[config.mk]
export PLATFORM = sky130hd
export DESIGN_NAME = ohc_ctrl_regs
export DESIGN_NICKNAME = d
export VERILOG_FILES = /design/src/ohc_pkg.sv /design/src/ohc_selfid_if.sv /design/src/ohc_selfid_addr.sv /design/src/ohc_ctrl_regs.sv
export SDC_FILE = /design/constraint.sdc
export NUM_CORES = 1
export LEC_CHECK = 0
export ABC_AREA = 1
export BUFFER_PORTS_ARGS = -buffer_cell sky130_fd_sc_hd__buf_2
export CAP_MARGIN = 15
export CORE_MARGIN = 2
export CORE_UTILIZATION = 40
export CTS_BUF_LIST = sky130_fd_sc_hd__clkbuf_4 sky130_fd_sc_hd__clkbuf_8
export CTS_CLUSTER_DIAMETER = 100
export DETAILED_ROUTE_END_ITERATION = 16
export PLACE_DENSITY = 0.75
export SLEW_MARGIN = 30
export SYNTH_ARGS = -nofsm -noshare
export SYNTH_HDL_FRONTEND = slang
export SYNTH_SLANG_ARGS = --single-unit
[constraint.sdc]
create_clock -name i_ref_clk -period 1.9 [get_ports i_ref_clk]
set_clock_uncertainty 0.2 [all_clocks]
set_input_delay 0.19 -clock i_ref_clk [delete_from_list [all_inputs] [get_ports i_ref_clk]]
set_output_delay 0.19 -clock i_ref_clk [all_outputs]
set_load 0.01 [all_outputs]
[src/ohc_pkg.sv]
package ohc_pkg;

    // Register byte offsets
    localparam logic [11:0] OHC_CTRL_SET_OFS = 12'h050;
    localparam logic [11:0] OHC_CTRL_CLR_OFS = 12'h054;
    localparam logic [11:0] OHC_BASE_OFS     = 12'h064;

    // Offsets that live on the PHY-supplied clock
    localparam logic [11:0] OHC_PHY_LO1 = 12'h0DC;
    localparam logic [11:0] OHC_PHY_HI1 = 12'h0F0;
    localparam logic [11:0] OHC_PHY_LO2 = 12'h100;
    localparam logic [11:0] OHC_PHY_HI2 = 12'h11C;

    // Control register field positions
    localparam int OHC_BIT_LOWER_CFG = 23;
    localparam int OHC_BIT_PHY_ENH   = 22;
    localparam int OHC_BIT_LPS       = 19;
    localparam int OHC_BIT_POSTED    = 18;
    localparam int OHC_BIT_LINK_ON   = 17;
    localparam int OHC_BIT_SRST      = 16;

    // Self-ID base is 2K-byte aligned
    localparam int OHC_BASE_LSB = 11;
    localparam int OHC_BASE_W   = 32 - OHC_BASE_LSB;
    localparam int OHC_IDX_W    = OHC_BASE_LSB - 2;

    // Reset values and answers
    localparam logic        OHC_LOWER_CFG_RST = 1'b1;
    localparam logic [31:0] OHC_ALL_ONES      = 32'hFFFFFFFF;
    localparam logic [31:0] OHC_ZERO          = 32'h00000000;
    localparam logic [7:0]  OHC_SRST_CYCLES   = 8'h08;

    typedef enum logic [0:0] {
        OHC_SRST_IDLE,
        OHC_SRST_BUSY
    } ohc_srst_type;

    typedef struct packed {
        logic                  phy_sync1;
        logic                  phy_sync2;
        ohc_srst_type          srst_state;
        logic [7:0]            srst_cnt;
        logic                  lower_cfg;
        logic                  phy_enh;
        logic                  link_power_status;
        logic                  posted;
        logic                  link_on;
        logic [OHC_BASE_W-1:0] base;
        logic [31:0]           rd_data;
        logic                  abort;
    } ohc_state_type;

    typedef struct packed {
        logic                  active;
        logic [OHC_IDX_W-1:0]  idx;
        logic                  wr_valid;
        logic [31:0]           wr_addr;
    } ohc_sid_state_type;

endpackage

[src/ohc_selfid_if.sv]
`timescale 1ns/100ps
interface ohc_selfid_if;
    import ohc_pkg::*;
    logic [OHC_BASE_W-1:0] base;
    logic                  enable;
    logic                  flush;
    logic                  start;
    logic                  q_valid;
    logic                  wr_valid;
    logic [31:0]           wr_addr;

    modport ctrl (output base, enable, flush, start, q_valid, input wr_valid, wr_addr);
    modport gen  (input base, enable, flush, start, q_valid, output wr_valid, wr_addr);
endinterface

[src/ohc_selfid_addr.sv]
`timescale 1ns/100ps
module ohc_selfid_addr
    import ohc_pkg::*;
(
    // Clock and reset
    input  wire logic  i_ref_clk,
    input  wire logic  i_reset_n,
    // Link to the register bank
    ohc_selfid_if.gen  sid
);

    ohc_sid_state_type r;
    ohc_sid_state_type r_nxt;

    always_comb begin
        r_nxt          = r;
        r_nxt.wr_valid = 1'b0;
        if (sid.start) begin
            r_nxt.active = 1'b1;
            r_nxt.idx    = '0;
        end else if (sid.q_valid && r.active) begin
            r_nxt.wr_valid = 1'b1;
            r_nxt.wr_addr  = {sid.base, r.idx, 2'b00};
            r_nxt.idx      = r.idx + 1'b1;
            // Buffer is one aligned 2K page; stop rather than wrap over the header
            if (&r.idx) begin
                r_nxt.active = 1'b0;
            end
        end
        if (!sid.enable || sid.flush) begin
            r_nxt.active   = 1'b0;
            r_nxt.wr_valid = 1'b0;
        end
    end

    always_ff @(posedge i_ref_clk or negedge i_reset_n) begin
        if (!i_reset_n) begin
            r <= '0;
        end else begin
            r <= r_nxt;
        end
    end

    assign sid.wr_valid = r.wr_valid;
    assign sid.wr_addr  = r.wr_addr;
endmodule

[src/ohc_ctrl_regs.sv]
// Summary of operation
// - Control bits 21 and 20 read zero.
// - Link-PHY traffic only while power status set.
// - PHY-domain access with clock off aborts.
// - Suppress option returns all ones instead.
// - Listed offset ranges belong to PHY clock.
// - Posted writes follow bit 18.
// - Hardware and software reset clear link enable.
// - Link off means no packet activity.
// - Software reset restores registers except the configured flag, flushes state.
// - Software reset bit reads one while busy.
// - Control bits 15 to 0 read zero.
// - Self-ID base keeps bits 31-11 only.
// - Self-ID packets written at programmed base.
// - Configured flag loads from serial EEPROM.
`timescale 1ns/100ps
module ohc_ctrl_regs
    import ohc_pkg::*;
#(
    parameter logic [7:0] SRST_CYCLES = OHC_SRST_CYCLES
) (
    // Clock and reset
    input  wire logic        i_ref_clk,
    input  wire logic        i_reset_n,
    // Register port
    input  wire logic [11:0] i_addr,
    input  wire logic [31:0] i_wr_data,
    input  wire logic        i_wr,
    input  wire logic        i_rd,
    output logic      [31:0] o_rd_data,
    output logic             o_target_abort,
    // Configuration space and strap inputs
    input  wire logic        i_suppress_abort_cfg,
    input  wire logic        i_eeprom_valid,
    input  wire logic        i_eeprom_lower_cfg,
    // PHY clock status pin
    input  wire logic        i_phy_clk_active,
    // Controller controls
    output logic             o_phy_comm_enable,
    output logic             o_phy_enhancement_use,
    output logic             o_posted_write_allow,
    output logic             o_link_connected,
    output logic             o_soft_reset,
    // Self-ID reception
    input  wire logic        i_selfid_start,
    input  wire logic        i_selfid_quadlet,
    output logic             o_selfid_wr_valid,
    output logic      [31:0] o_selfid_wr_addr
);

    ohc_state_type r;
    ohc_state_type r_nxt;
    ohc_selfid_if  sid_bus ();

    logic phy_range;
    logic busy;
    logic set_hit;
    logic clr_hit;
    logic srst_req;

    assign busy = (r.srst_state == OHC_SRST_BUSY);

    always_comb begin
        phy_range = ((i_addr >= OHC_PHY_LO1) && (i_addr <= OHC_PHY_HI1)) ||
                    ((i_addr >= OHC_PHY_LO2) && (i_addr <= OHC_PHY_HI2));
    end

    always_comb begin
        set_hit  = i_wr && (i_addr == OHC_CTRL_SET_OFS) && !busy;
        clr_hit  = i_wr && (i_addr == OHC_CTRL_CLR_OFS) && !busy;
        srst_req = set_hit && i_wr_data[OHC_BIT_SRST];

        r_nxt           = r;
        r_nxt.phy_sync1 = i_phy_clk_active;
        r_nxt.phy_sync2 = r.phy_sync1;
        r_nxt.abort     = 1'b0;
        r_nxt.rd_data   = OHC_ZERO;

        // Set and clear ports; zeros leave a bit alone
        if (set_hit) begin
            r_nxt.phy_enh = r.phy_enh | i_wr_data[OHC_BIT_PHY_ENH];
            r_nxt.link_power_status     = r.link_power_status     | i_wr_data[OHC_BIT_LPS];
            r_nxt.posted  = r.posted  | i_wr_data[OHC_BIT_POSTED];
            r_nxt.link_on = r.link_on | i_wr_data[OHC_BIT_LINK_ON];
        end
        if (clr_hit) begin
            r_nxt.phy_enh = r.phy_enh & ~i_wr_data[OHC_BIT_PHY_ENH];
            r_nxt.link_power_status     = r.link_power_status     & ~i_wr_data[OHC_BIT_LPS];
            r_nxt.posted  = r.posted  & ~i_wr_data[OHC_BIT_POSTED];
            r_nxt.link_on = r.link_on & ~i_wr_data[OHC_BIT_LINK_ON];
        end
        if (i_wr && (i_addr == OHC_BASE_OFS) && !busy) begin
            r_nxt.base = i_wr_data[31:OHC_BASE_LSB];
        end

        // Only the EEPROM strap or a hardware reset (which sets it) may change it; soft reset leaves it
        if (i_eeprom_valid) begin
            r_nxt.lower_cfg = i_eeprom_lower_cfg;
        end

        // Soft reset sequencing
        case (r.srst_state)
            OHC_SRST_IDLE: begin
                if (srst_req) begin
                    r_nxt.srst_state = OHC_SRST_BUSY;
                    r_nxt.srst_cnt   = SRST_CYCLES - 8'h01;
                end
            end
            OHC_SRST_BUSY: begin
                r_nxt.srst_cnt = r.srst_cnt - 8'h01;
                if (r.srst_cnt == 8'h00) begin
                    r_nxt.srst_state = OHC_SRST_IDLE;
                end
            end
            default: begin
                r_nxt.srst_state = OHC_SRST_IDLE;
            end
        endcase
        if (srst_req || busy) begin
            r_nxt.phy_enh = 1'b0;
            r_nxt.link_power_status     = 1'b0;
            r_nxt.posted  = 1'b0;
            r_nxt.link_on = 1'b0;
            r_nxt.base    = '0;
        end

        // Reads; the answer stands only in the following cycle
        if ((i_rd || i_wr) && phy_range && !r.phy_sync2) begin
            if (i_suppress_abort_cfg) begin
                r_nxt.rd_data = i_rd ? OHC_ALL_ONES : OHC_ZERO;
            end else begin
                r_nxt.abort = 1'b1;
            end
        end else if (i_rd) begin
            case (i_addr)
                OHC_CTRL_SET_OFS, OHC_CTRL_CLR_OFS: begin
                    r_nxt.rd_data                    = OHC_ZERO;
                    r_nxt.rd_data[OHC_BIT_LOWER_CFG] = r.lower_cfg;
                    r_nxt.rd_data[OHC_BIT_PHY_ENH]   = r.phy_enh;
                    r_nxt.rd_data[OHC_BIT_LPS]       = r.link_power_status;
                    r_nxt.rd_data[OHC_BIT_POSTED]    = r.posted;
                    r_nxt.rd_data[OHC_BIT_LINK_ON]   = r.link_on;
                    r_nxt.rd_data[OHC_BIT_SRST]      = busy;
                end
                OHC_BASE_OFS: begin
                    r_nxt.rd_data = {r.base, {OHC_BASE_LSB{1'b0}}};
                end
                default: begin
                    r_nxt.rd_data = OHC_ZERO;
                end
            endcase
        end
    end

    always_ff @(posedge i_ref_clk or negedge i_reset_n) begin
        if (!i_reset_n) begin
            r           <= '0;
            r.lower_cfg <= OHC_LOWER_CFG_RST;
        end else begin
            r <= r_nxt;
        end
    end

    // Link-PHY traffic gated by power status
    assign o_phy_comm_enable     = r.link_power_status && !busy;
    assign o_phy_enhancement_use = r.phy_enh;
    assign o_posted_write_allow  = r.posted;
    assign o_link_connected      = r.link_on && !busy;
    assign o_soft_reset          = busy;
    assign o_rd_data             = r.rd_data;
    assign o_target_abort        = r.abort;

    // Self-ID writer sees packets only while the link is connected
    assign sid_bus.base    = r.base;
    assign sid_bus.enable  = o_link_connected;
    assign sid_bus.flush   = busy;
    assign sid_bus.start   = i_selfid_start && o_link_connected;
    assign sid_bus.q_valid = i_selfid_quadlet && o_link_connected;

    ohc_selfid_addr u_selfid (
        .i_ref_clk (i_ref_clk),
        .i_reset_n (i_reset_n),
        .sid       (sid_bus.gen)
    );

    assign o_selfid_wr_valid = sid_bus.wr_valid;
    assign o_selfid_wr_addr  = sid_bus.wr_addr;

    logic ctrl_rd;
    assign ctrl_rd = i_rd && (i_addr == OHC_CTRL_SET_OFS || i_addr == OHC_CTRL_CLR_OFS);
endmodule

==> results of run 1 <==
layout make-up:
class                      instances  area share
inverter                          59     0.03965
multi-input combinational        333      0.2791
tap                              147     0.03256
sequential                       101      0.4476
clock inverter                     6    0.007973
timing repair buffer             151      0.1688
clock buffer                      10     0.02436
power by group through the flow:
stage                     clock network, mW  logic (mW)  registers, mW
final                                  1.29       0.205           2.16
after detailed placement                  0       0.161           2.20
after CTS                              1.32       0.208           2.16
after global placement                    0       0.162           2.20
after global routing                   1.39       0.234           2.16
after floorplan                           0      0.0462           2.20
kinds of logic after synthesis:
| group | share of synthesized area |
|---|---|
| other | 0.0007685 |
| XOR/XNOR | 0.008974 |
| flip-flops | 0.5182 |
| multiplexers | 0.002308 |
| adder cells (fa/ha/maj) | 0.007693 |
| AO/OA/AOI/OAI | 0.08282 |
| AND/OR/NAND/NOR | 0.2187 |
| buffers and inverters | 0.1605 |
worst max-delay path: stages (launching register included):
cell	delay, ns
dfrtp_1	0.47
buf_4	0.21
nor2_1	0.21
buf_2	0.18
per-layer routing:
layer,share of wire,track usage
met1,0.45,0.2143
met2,0.49,0.2844
met3,0.049,0.02859
met4,0.015,0.04959
met5,0,0
stage by stage:
stage | util | hold WS, ns | cell area, um2
after global placement | 0.4330 | -0.1172 | 5179
after detailed placement | 0.4330 | -0.1176 | 5179
after floorplan | - | -0.3056 | 4883
after CTS | 0.4717 | 0.009776 | 5642
final | 0.4723 | 0.03196 | 5649
after global routing | 0.4723 | 0.04280 | 5649
sequential cells by signal, summed over array words and instances (netlist names):
| signal | cells |
|---|---|
| u_selfid.sid.wr_addr | 30 |
| o_rd_data | 22 |
| sid_bus.base | 21 |
| r | 13 |
| u_selfid.r | 10 |
| o_phy_enhancement_use | 1 |
| o_posted_write_allow | 1 |
| o_soft_reset | 1 |
| o_target_abort | 1 |
| u_selfid.sid.wr_valid | 1 |
worst paths after layout:
| path | slack, ns | depth (start not counted) | from | to |
|---|---|---|---|---|
| min in group asynchronous | 0.04 | 2 | i_reset_n | u_selfid.sid.wr_addr[5]$_DFFE_PN0P_ |
| max | 0.09 | 3 | o_soft_reset$_DFF_PN0_ | o_phy_comm_enable |
| min reg2reg | 0.16 | 0 | r[69]$_DFF_PN0_ | r[68]$_DFF_PN0_ |
| max in group asynchronous | 0.89 | 3 | i_reset_n | r[58]$_DFFE_PN1P_ |
| max reg2reg | 0.21 | 7 | o_soft_reset$_DFF_PN0_ | sid_bus.base[7]$_DFFE_PN0P_ |
| min | 0.03 | 3 | i_selfid_start | u_selfid.sid.wr_valid$_DFF_PN0_ |
cells in the mapped netlist (2+ instances only):
cell type	number	area, um2
a21oi_1	24	120.1
buf_2	8	40.04
buf_4	66	495.5
clkbuf_1	7	26.28
dfrtp_1	100	2502
ha_1	3	37.54
inv_1	55	206.5
inv_2	3	11.26
nand2_1	147	551.8
nand2_2	2	12.51
nand3_1	38	190.2
nand3_2	2	20.02
nand4_1	5	31.28
nor2_1	34	127.6
nor2_2	2	12.51
nor2_4	3	33.78
nor3_1	4	20.02
nor3b_1	2	15.01
o211ai_1	2	15.01
o21ai_0	42	210.2
o21ai_1	5	25.02
o22ai_1	3	18.77
or2_2	2	12.51
xor2_1	5	43.79
timing repair:
item	CTS	global route
endpoints found under the hold margin	133	0
gates resized for setup	0	3
buffers inserted	0	0
hold buffers	28	0
endpoints found under the setup margin	0	26
==> results.py, run 1 <==
metrics = {
    "global_routing": {
        "grt_start_max_net_pins": 53,
        "first_global_vias": 3649,
        "antenna_found_initial": 0,
        "grt_use_total": 0.1655,
        "grt_pass1_wl_mm": 17.15,
        "overflow": 0,
    },
    "clock_network": {
        "clk_latency_ns": 0.37,
        "cts_buffers": 9,
        "cts.sinks": 101,
        "clk_path_buf_depth": 2,
        "clk_pin_slew_worst_paths_ns": 0.09,
        "cts_max_level": 3,
        "cts_tree": "built",
        "clockRootBuffer": "clkbuf_8",
    },
    "place": {
        "portBuffers": 111,
        "gp_congestion": 0.8383,
        "dp_slack_ns": 0.09897,
        "dp_cells": 763,
        "dp.final_hpwl_mm": 7.416,
    },
    "layout": {
        "layout-drive-gt1-share": 0.2394,
        "num_antenna_cells": 0,
        "fillers": 1163,
        "multiInputGateArea_mm2": 0.001577,
        "regArea_mm2": 0.002529,
        "synthToLayoutAreaGrowth_pct": 15.77,
        "final_common_cell": "nand2_1",
        "fin_nets": 712,
        "fin_cells": 807,
        "layout_common_cells": "nand2_1 (147), buf_2 (110), dfrtp_1 (100)",
    },
    "power_and_ir_drop": {
        "powerDensity_mw_per_mm2": 645.9,
        "internal_power_mw": 2.769,
        "leakagePower_nw": 2.887,
        "swShare": 0.2410,
        "p_total_mw": 3.649,
        "pwr-share-comb": 0.056,
        "switching_power_uw": 879.2,
        "power_frac_seq": 0.591,
        "clockPowerShare": 0.353,
        "ir_worst_vdd_uv": 319.6,
    },
    "logic_synthesis": {
        "synth_edf_count": 0,
        "synth_cell_type_count": 33,
        "seq_area_frac_synth": 0.5182,
        "ys.flop_type": "dfrtp_1",
        "synth_area_mm2": 0.004880,
        "syn_area_per_cell_um2": 8.516,
        "ys_ff_latch": 101,
        "synth_warnings": 0,
        "synth_cells": 573,
        "synthArstFlopShare": 1.000,
    },
    "die": {
        "die_w_um": 114.5,
        "rows": 40,
        "io-pin-count": 125,
        "start_util": 0.4079,
        "core_region_area_mm2": 0.01196,
        "die-area_mm2": 0.01310,
        "dieHeight_um": 114.5,
    },
    "sta": {
        "hold_viol": 0,
        "tns_ns": 0,
        "rsz0062_at_grt": "no",
        "worst_slack_ns": 0.08621,
        "timing.fmax_mhz": 551.3,
        "fin_crit_sh": 0.9546,
        "setup_viol": 0,
        "slew_viol_final": 0,
        "fin_crit_ns": 1.814,
    },
    "drt": {
        "wl_per_cell_um": 12.81,
        "drt-pass1-iter-count": 4,
        "drt_iter0_markers": 261,
        "drt-total-wl_mm": 10.34,
        "vias": 3739,
        "drc_errors": 0,
        "vias_per_cell": 4.633,
        "antenna_left": 0,
    },
    "setup_path": {
        "cp-end-kind": "output pin",
        "required_ns": 1.51,
        "crit_path_max_fanout": 8,
        "cp_data_arrival_time_ns": 1.42,
        "critPathLaunchType": "flop",
        "critPathKind": "reg -> out",
    },
    "run": {
        "cap_violations": 0,
    },
    "min_path": {
        "hold_class": "in -> reg",
    },
    "outcome": {
        "status": "complete, no violations",
    },
}
Note: power is estimated with default switching activity, not from simulation.
==> inputs of run 2 (changes only) <==
--- a/config.mk
+++ b/config.mk
@@ -6,14 +6,14 @@
 export NUM_CORES = 1
 export LEC_CHECK = 0
 export ABC_AREA = 1
-export BUFFER_PORTS_ARGS = -buffer_cell sky130_fd_sc_hd__buf_2
 export CAP_MARGIN = 15
 export CORE_MARGIN = 2
 export CORE_UTILIZATION = 40
-export CTS_BUF_LIST = sky130_fd_sc_hd__clkbuf_4 sky130_fd_sc_hd__clkbuf_8
 export CTS_CLUSTER_DIAMETER = 100
 export DETAILED_ROUTE_END_ITERATION = 16
-export PLACE_DENSITY = 0.75
+export DONT_BUFFER_PORTS = 1
+export PLACE_DENSITY = 0.66
+export SETUP_SLACK_MARGIN = 0.1
 export SLEW_MARGIN = 30
 export SYNTH_ARGS = -nofsm -noshare
 export SYNTH_HDL_FRONTEND = slang
==> run 2 against run 1 <==
Net effect: the run now ends with negative hold slack left; final cell count fell by 14%; wire length rose by 1.8%; count of clock-buffer cells in the layout rose by 2; die area did not move; hold slack got worse by 0.70 ns; power rose by 9.4%; maximum frequency rose by 6.7%; cell area fell by 8.0%; flip-flop and latch count did not move; clock power rose by 34%; sequential share of layout area rose by 3.9 points.
==> results.py, run 2 (synthesis gave the netlist of run 1 again) <==
metrics = {
    "drt": {
        "vias": 3474,
        "drc_errors": 0,
        "antenna_left": 0,
        "wl_per_cell_um": 15.12,
        "drt_iter0_markers": 345,
        "vias_per_cell": 4.991,
        "drt-total-wl_mm": 10.52,
        "drt-pass1-iter-count": 4,
    },
    "power_and_ir_drop": {
        "swShare": 0.2115,
        "switching_power_uw": 844.1,
        "p_total_mw": 3.991,
        "internal_power_mw": 3.147,
        "clockPowerShare": 0.433,
        "power_frac_seq": 0.541,
        "powerDensity_mw_per_mm2": 768.2,
        "ir_worst_vdd_uv": 302.9,
        "leakagePower_nw": 2.384,
        "pwr-share-comb": 0.026,
    },
    "die": {
        "dieHeight_um": 114.5,
        "core_region_area_mm2": 0.01196,
        "die-area_mm2": 0.01310,
        "rows": 40,
        "io-pin-count": 125,
        "die_w_um": 114.5,
        "start_util": 0.4079,
    },
    "place": {
        "dp.final_hpwl_mm": 7.148,
        "portBuffers": 0,
        "gp_congestion": 0.9060,
    },
    "min_path": {
        "hold_class": "in -> async",
    },
    "layout": {
        "layout_common_cells": "nand2_1 (147), dfrtp_1 (100), inv_1 (55)",
        "largest_register_ff_count": 30,
        "synthToLayoutAreaGrowth_pct": 6.461,
        "multiInputGateArea_mm2": 0.001588,
        "num_antenna_cells": 0,
        "fillers": 1158,
        "layout-drive-gt1-share": 0.07832,
        "fin_nets": 601,
        "regArea_mm2": 0.002529,
        "final_common_cell": "nand2_1",
    },
    "setup_path": {
        "cp_data_arrival_time_ns": 1.31,
        "cp_top_family": "flip-flops",
        "slowest_stage": "dfrtp_1",
        "ff2ff_path_depth": 7,
        "critPathLaunchType": "flop",
        "cp-end-kind": "output pin",
        "path_depth": 2,
        "path_cells": "buf_4 -> nor2_1",
        "critPathKind": "reg -> out",
        "crit_path_max_fanout": 8,
        "required_ns": 1.51,
        "slowest_delay_ns": 0.46,
        "path_buf_inv": 1,
    },
    "global_routing": {
        "grt_use_total": 0.1671,
        "grt_pass1_wl_mm": 17.05,
        "overflow": 0,
        "first_global_vias": 3342,
        "antenna_found_initial": 0,
        "grt_start_max_net_pins": 102,
    },
    "clock_network": {
        "clk_latency_ns": 0.35,
        "cts_tree": "built",
        "clockRootBuffer": "clkbuf_16",
        "cts.sinks": 101,
        "cts_max_level": 3,
        "cts_buffers": 9,
        "clk_pin_slew_worst_paths_ns": 0.07,
        "hold_buffers": 30,
        "clk_path_buf_depth": 2,
    },
    "outcome": {
        "violations": "negative hold slack",
        "status": "finished, violations left",
    },
    "sta": {
        "timing.fmax_mhz": 588.2,
        "hold_viol": 101,
        "fin_crit_sh": 0.8948,
        "fin_worst_hold_slack_ns": -0.6636,
        "setup_viol": 0,
        "tns_ns": 0,
        "slew_viol_final": 0,
        "rsz0062_at_grt": "no",
        "fin_crit_ns": 1.700,
    },
    "run": {
        "cap_violations": 0,
    },
}
run 2: changes by cell type in the layout (fill, tap and decap cells not counted), sizes merged:
cell and change:
buf -113, clkinv +3, clkinvlp -3, clkbuf +2, dlygate4sd3 +2, inv -2
run 2: power groups by stage:
stage	combinational [mW]	clock (mW)	sequential, mW
floorplan	0.0462	0	2.20
global placement	0.0424	0	2.20
detailed placement	0.0439	0	2.20
CTS	0.103	1.78	2.16
global route	0.115	1.89	2.16
finish	0.105	1.73	2.16
run 2: final cells by class:
cell class / count / area share
sequential: 101 / 0.4868
multi-input combinational: 333 / 0.3056
timing repair buffer: 40 / 0.07539
clock buffer: 12 / 0.04745
clock inverter: 4 / 0.006021
tap: 147 / 0.03540
inverter: 59 / 0.04335
run 2: routing by layer:
metal,GRT usage,routed length (um),vias up
met5,0,0,-
met4,0.08293,265,0
met3,0.04659,800,25
met2,0.2667,5044,121
met1,0.2084,4412,1632
li1,-,-,1696
run 2: worst register-to-register path, delay by kind of cell (launching register included):
kind | cells | cell delay, ns
DFF | 1 | 0.39
AOI/OAI and AO/OA | 1 | 0.07
adders and majority gates | 1 | 0.23
and+or+nand+nor | 4 | 0.57
buffers and inverters | 1 | 0.12
run 2: worst paths after layout:
kind	from	end	slack, ns
max	o_soft_reset$_DFF_PN0_	o_phy_comm_enable	0.20
min	i_reset_n	u_selfid.sid.wr_addr[10]$_DFFE_PN0P_	-0.66
max reg2reg	u_selfid.r[36]$_DFFE_PN0P_	u_selfid.r[41]$_DFFE_PN0P_	0.21
min reg2reg	r[69]$_DFF_PN0_	r[68]$_DFF_PN0_	0.16
max in group asynchronous	i_reset_n	r[58]$_DFFE_PN1P_	1.90
min in group i_ref_clk	i_addr[9]	o_target_abort$_DFF_PN0_	0.04
run 2: metrics by stage:
step / worst slack [ns] / std cells / instance area, um2 / utilization / hold WS [ns]
after global routing: 0.1036 / 696 / 5195 / 0.4343 / -0.6839
after CTS: 0.1213 / 696 / 5174 / 0.4325 / -0.6784
after floorplan: 0.1607 / 574 / 4883 / - / -0.3056
after detailed placement: 0.08381 / 650 / 4593 / 0.3840 / -0.3030
final: 0.1999 / 696 / 5195 / 0.4343 / -0.6636
after global placement: 0.1295 / 650 / 4593 / 0.3840 / -0.3031
run 2: timing repair:
item                                    in CTS  in global routing
setup buffers                                0                  0
resized for setup                            1                  5
hold endpoints to repair                   149                101
endpoints found under the setup margin      24                  5
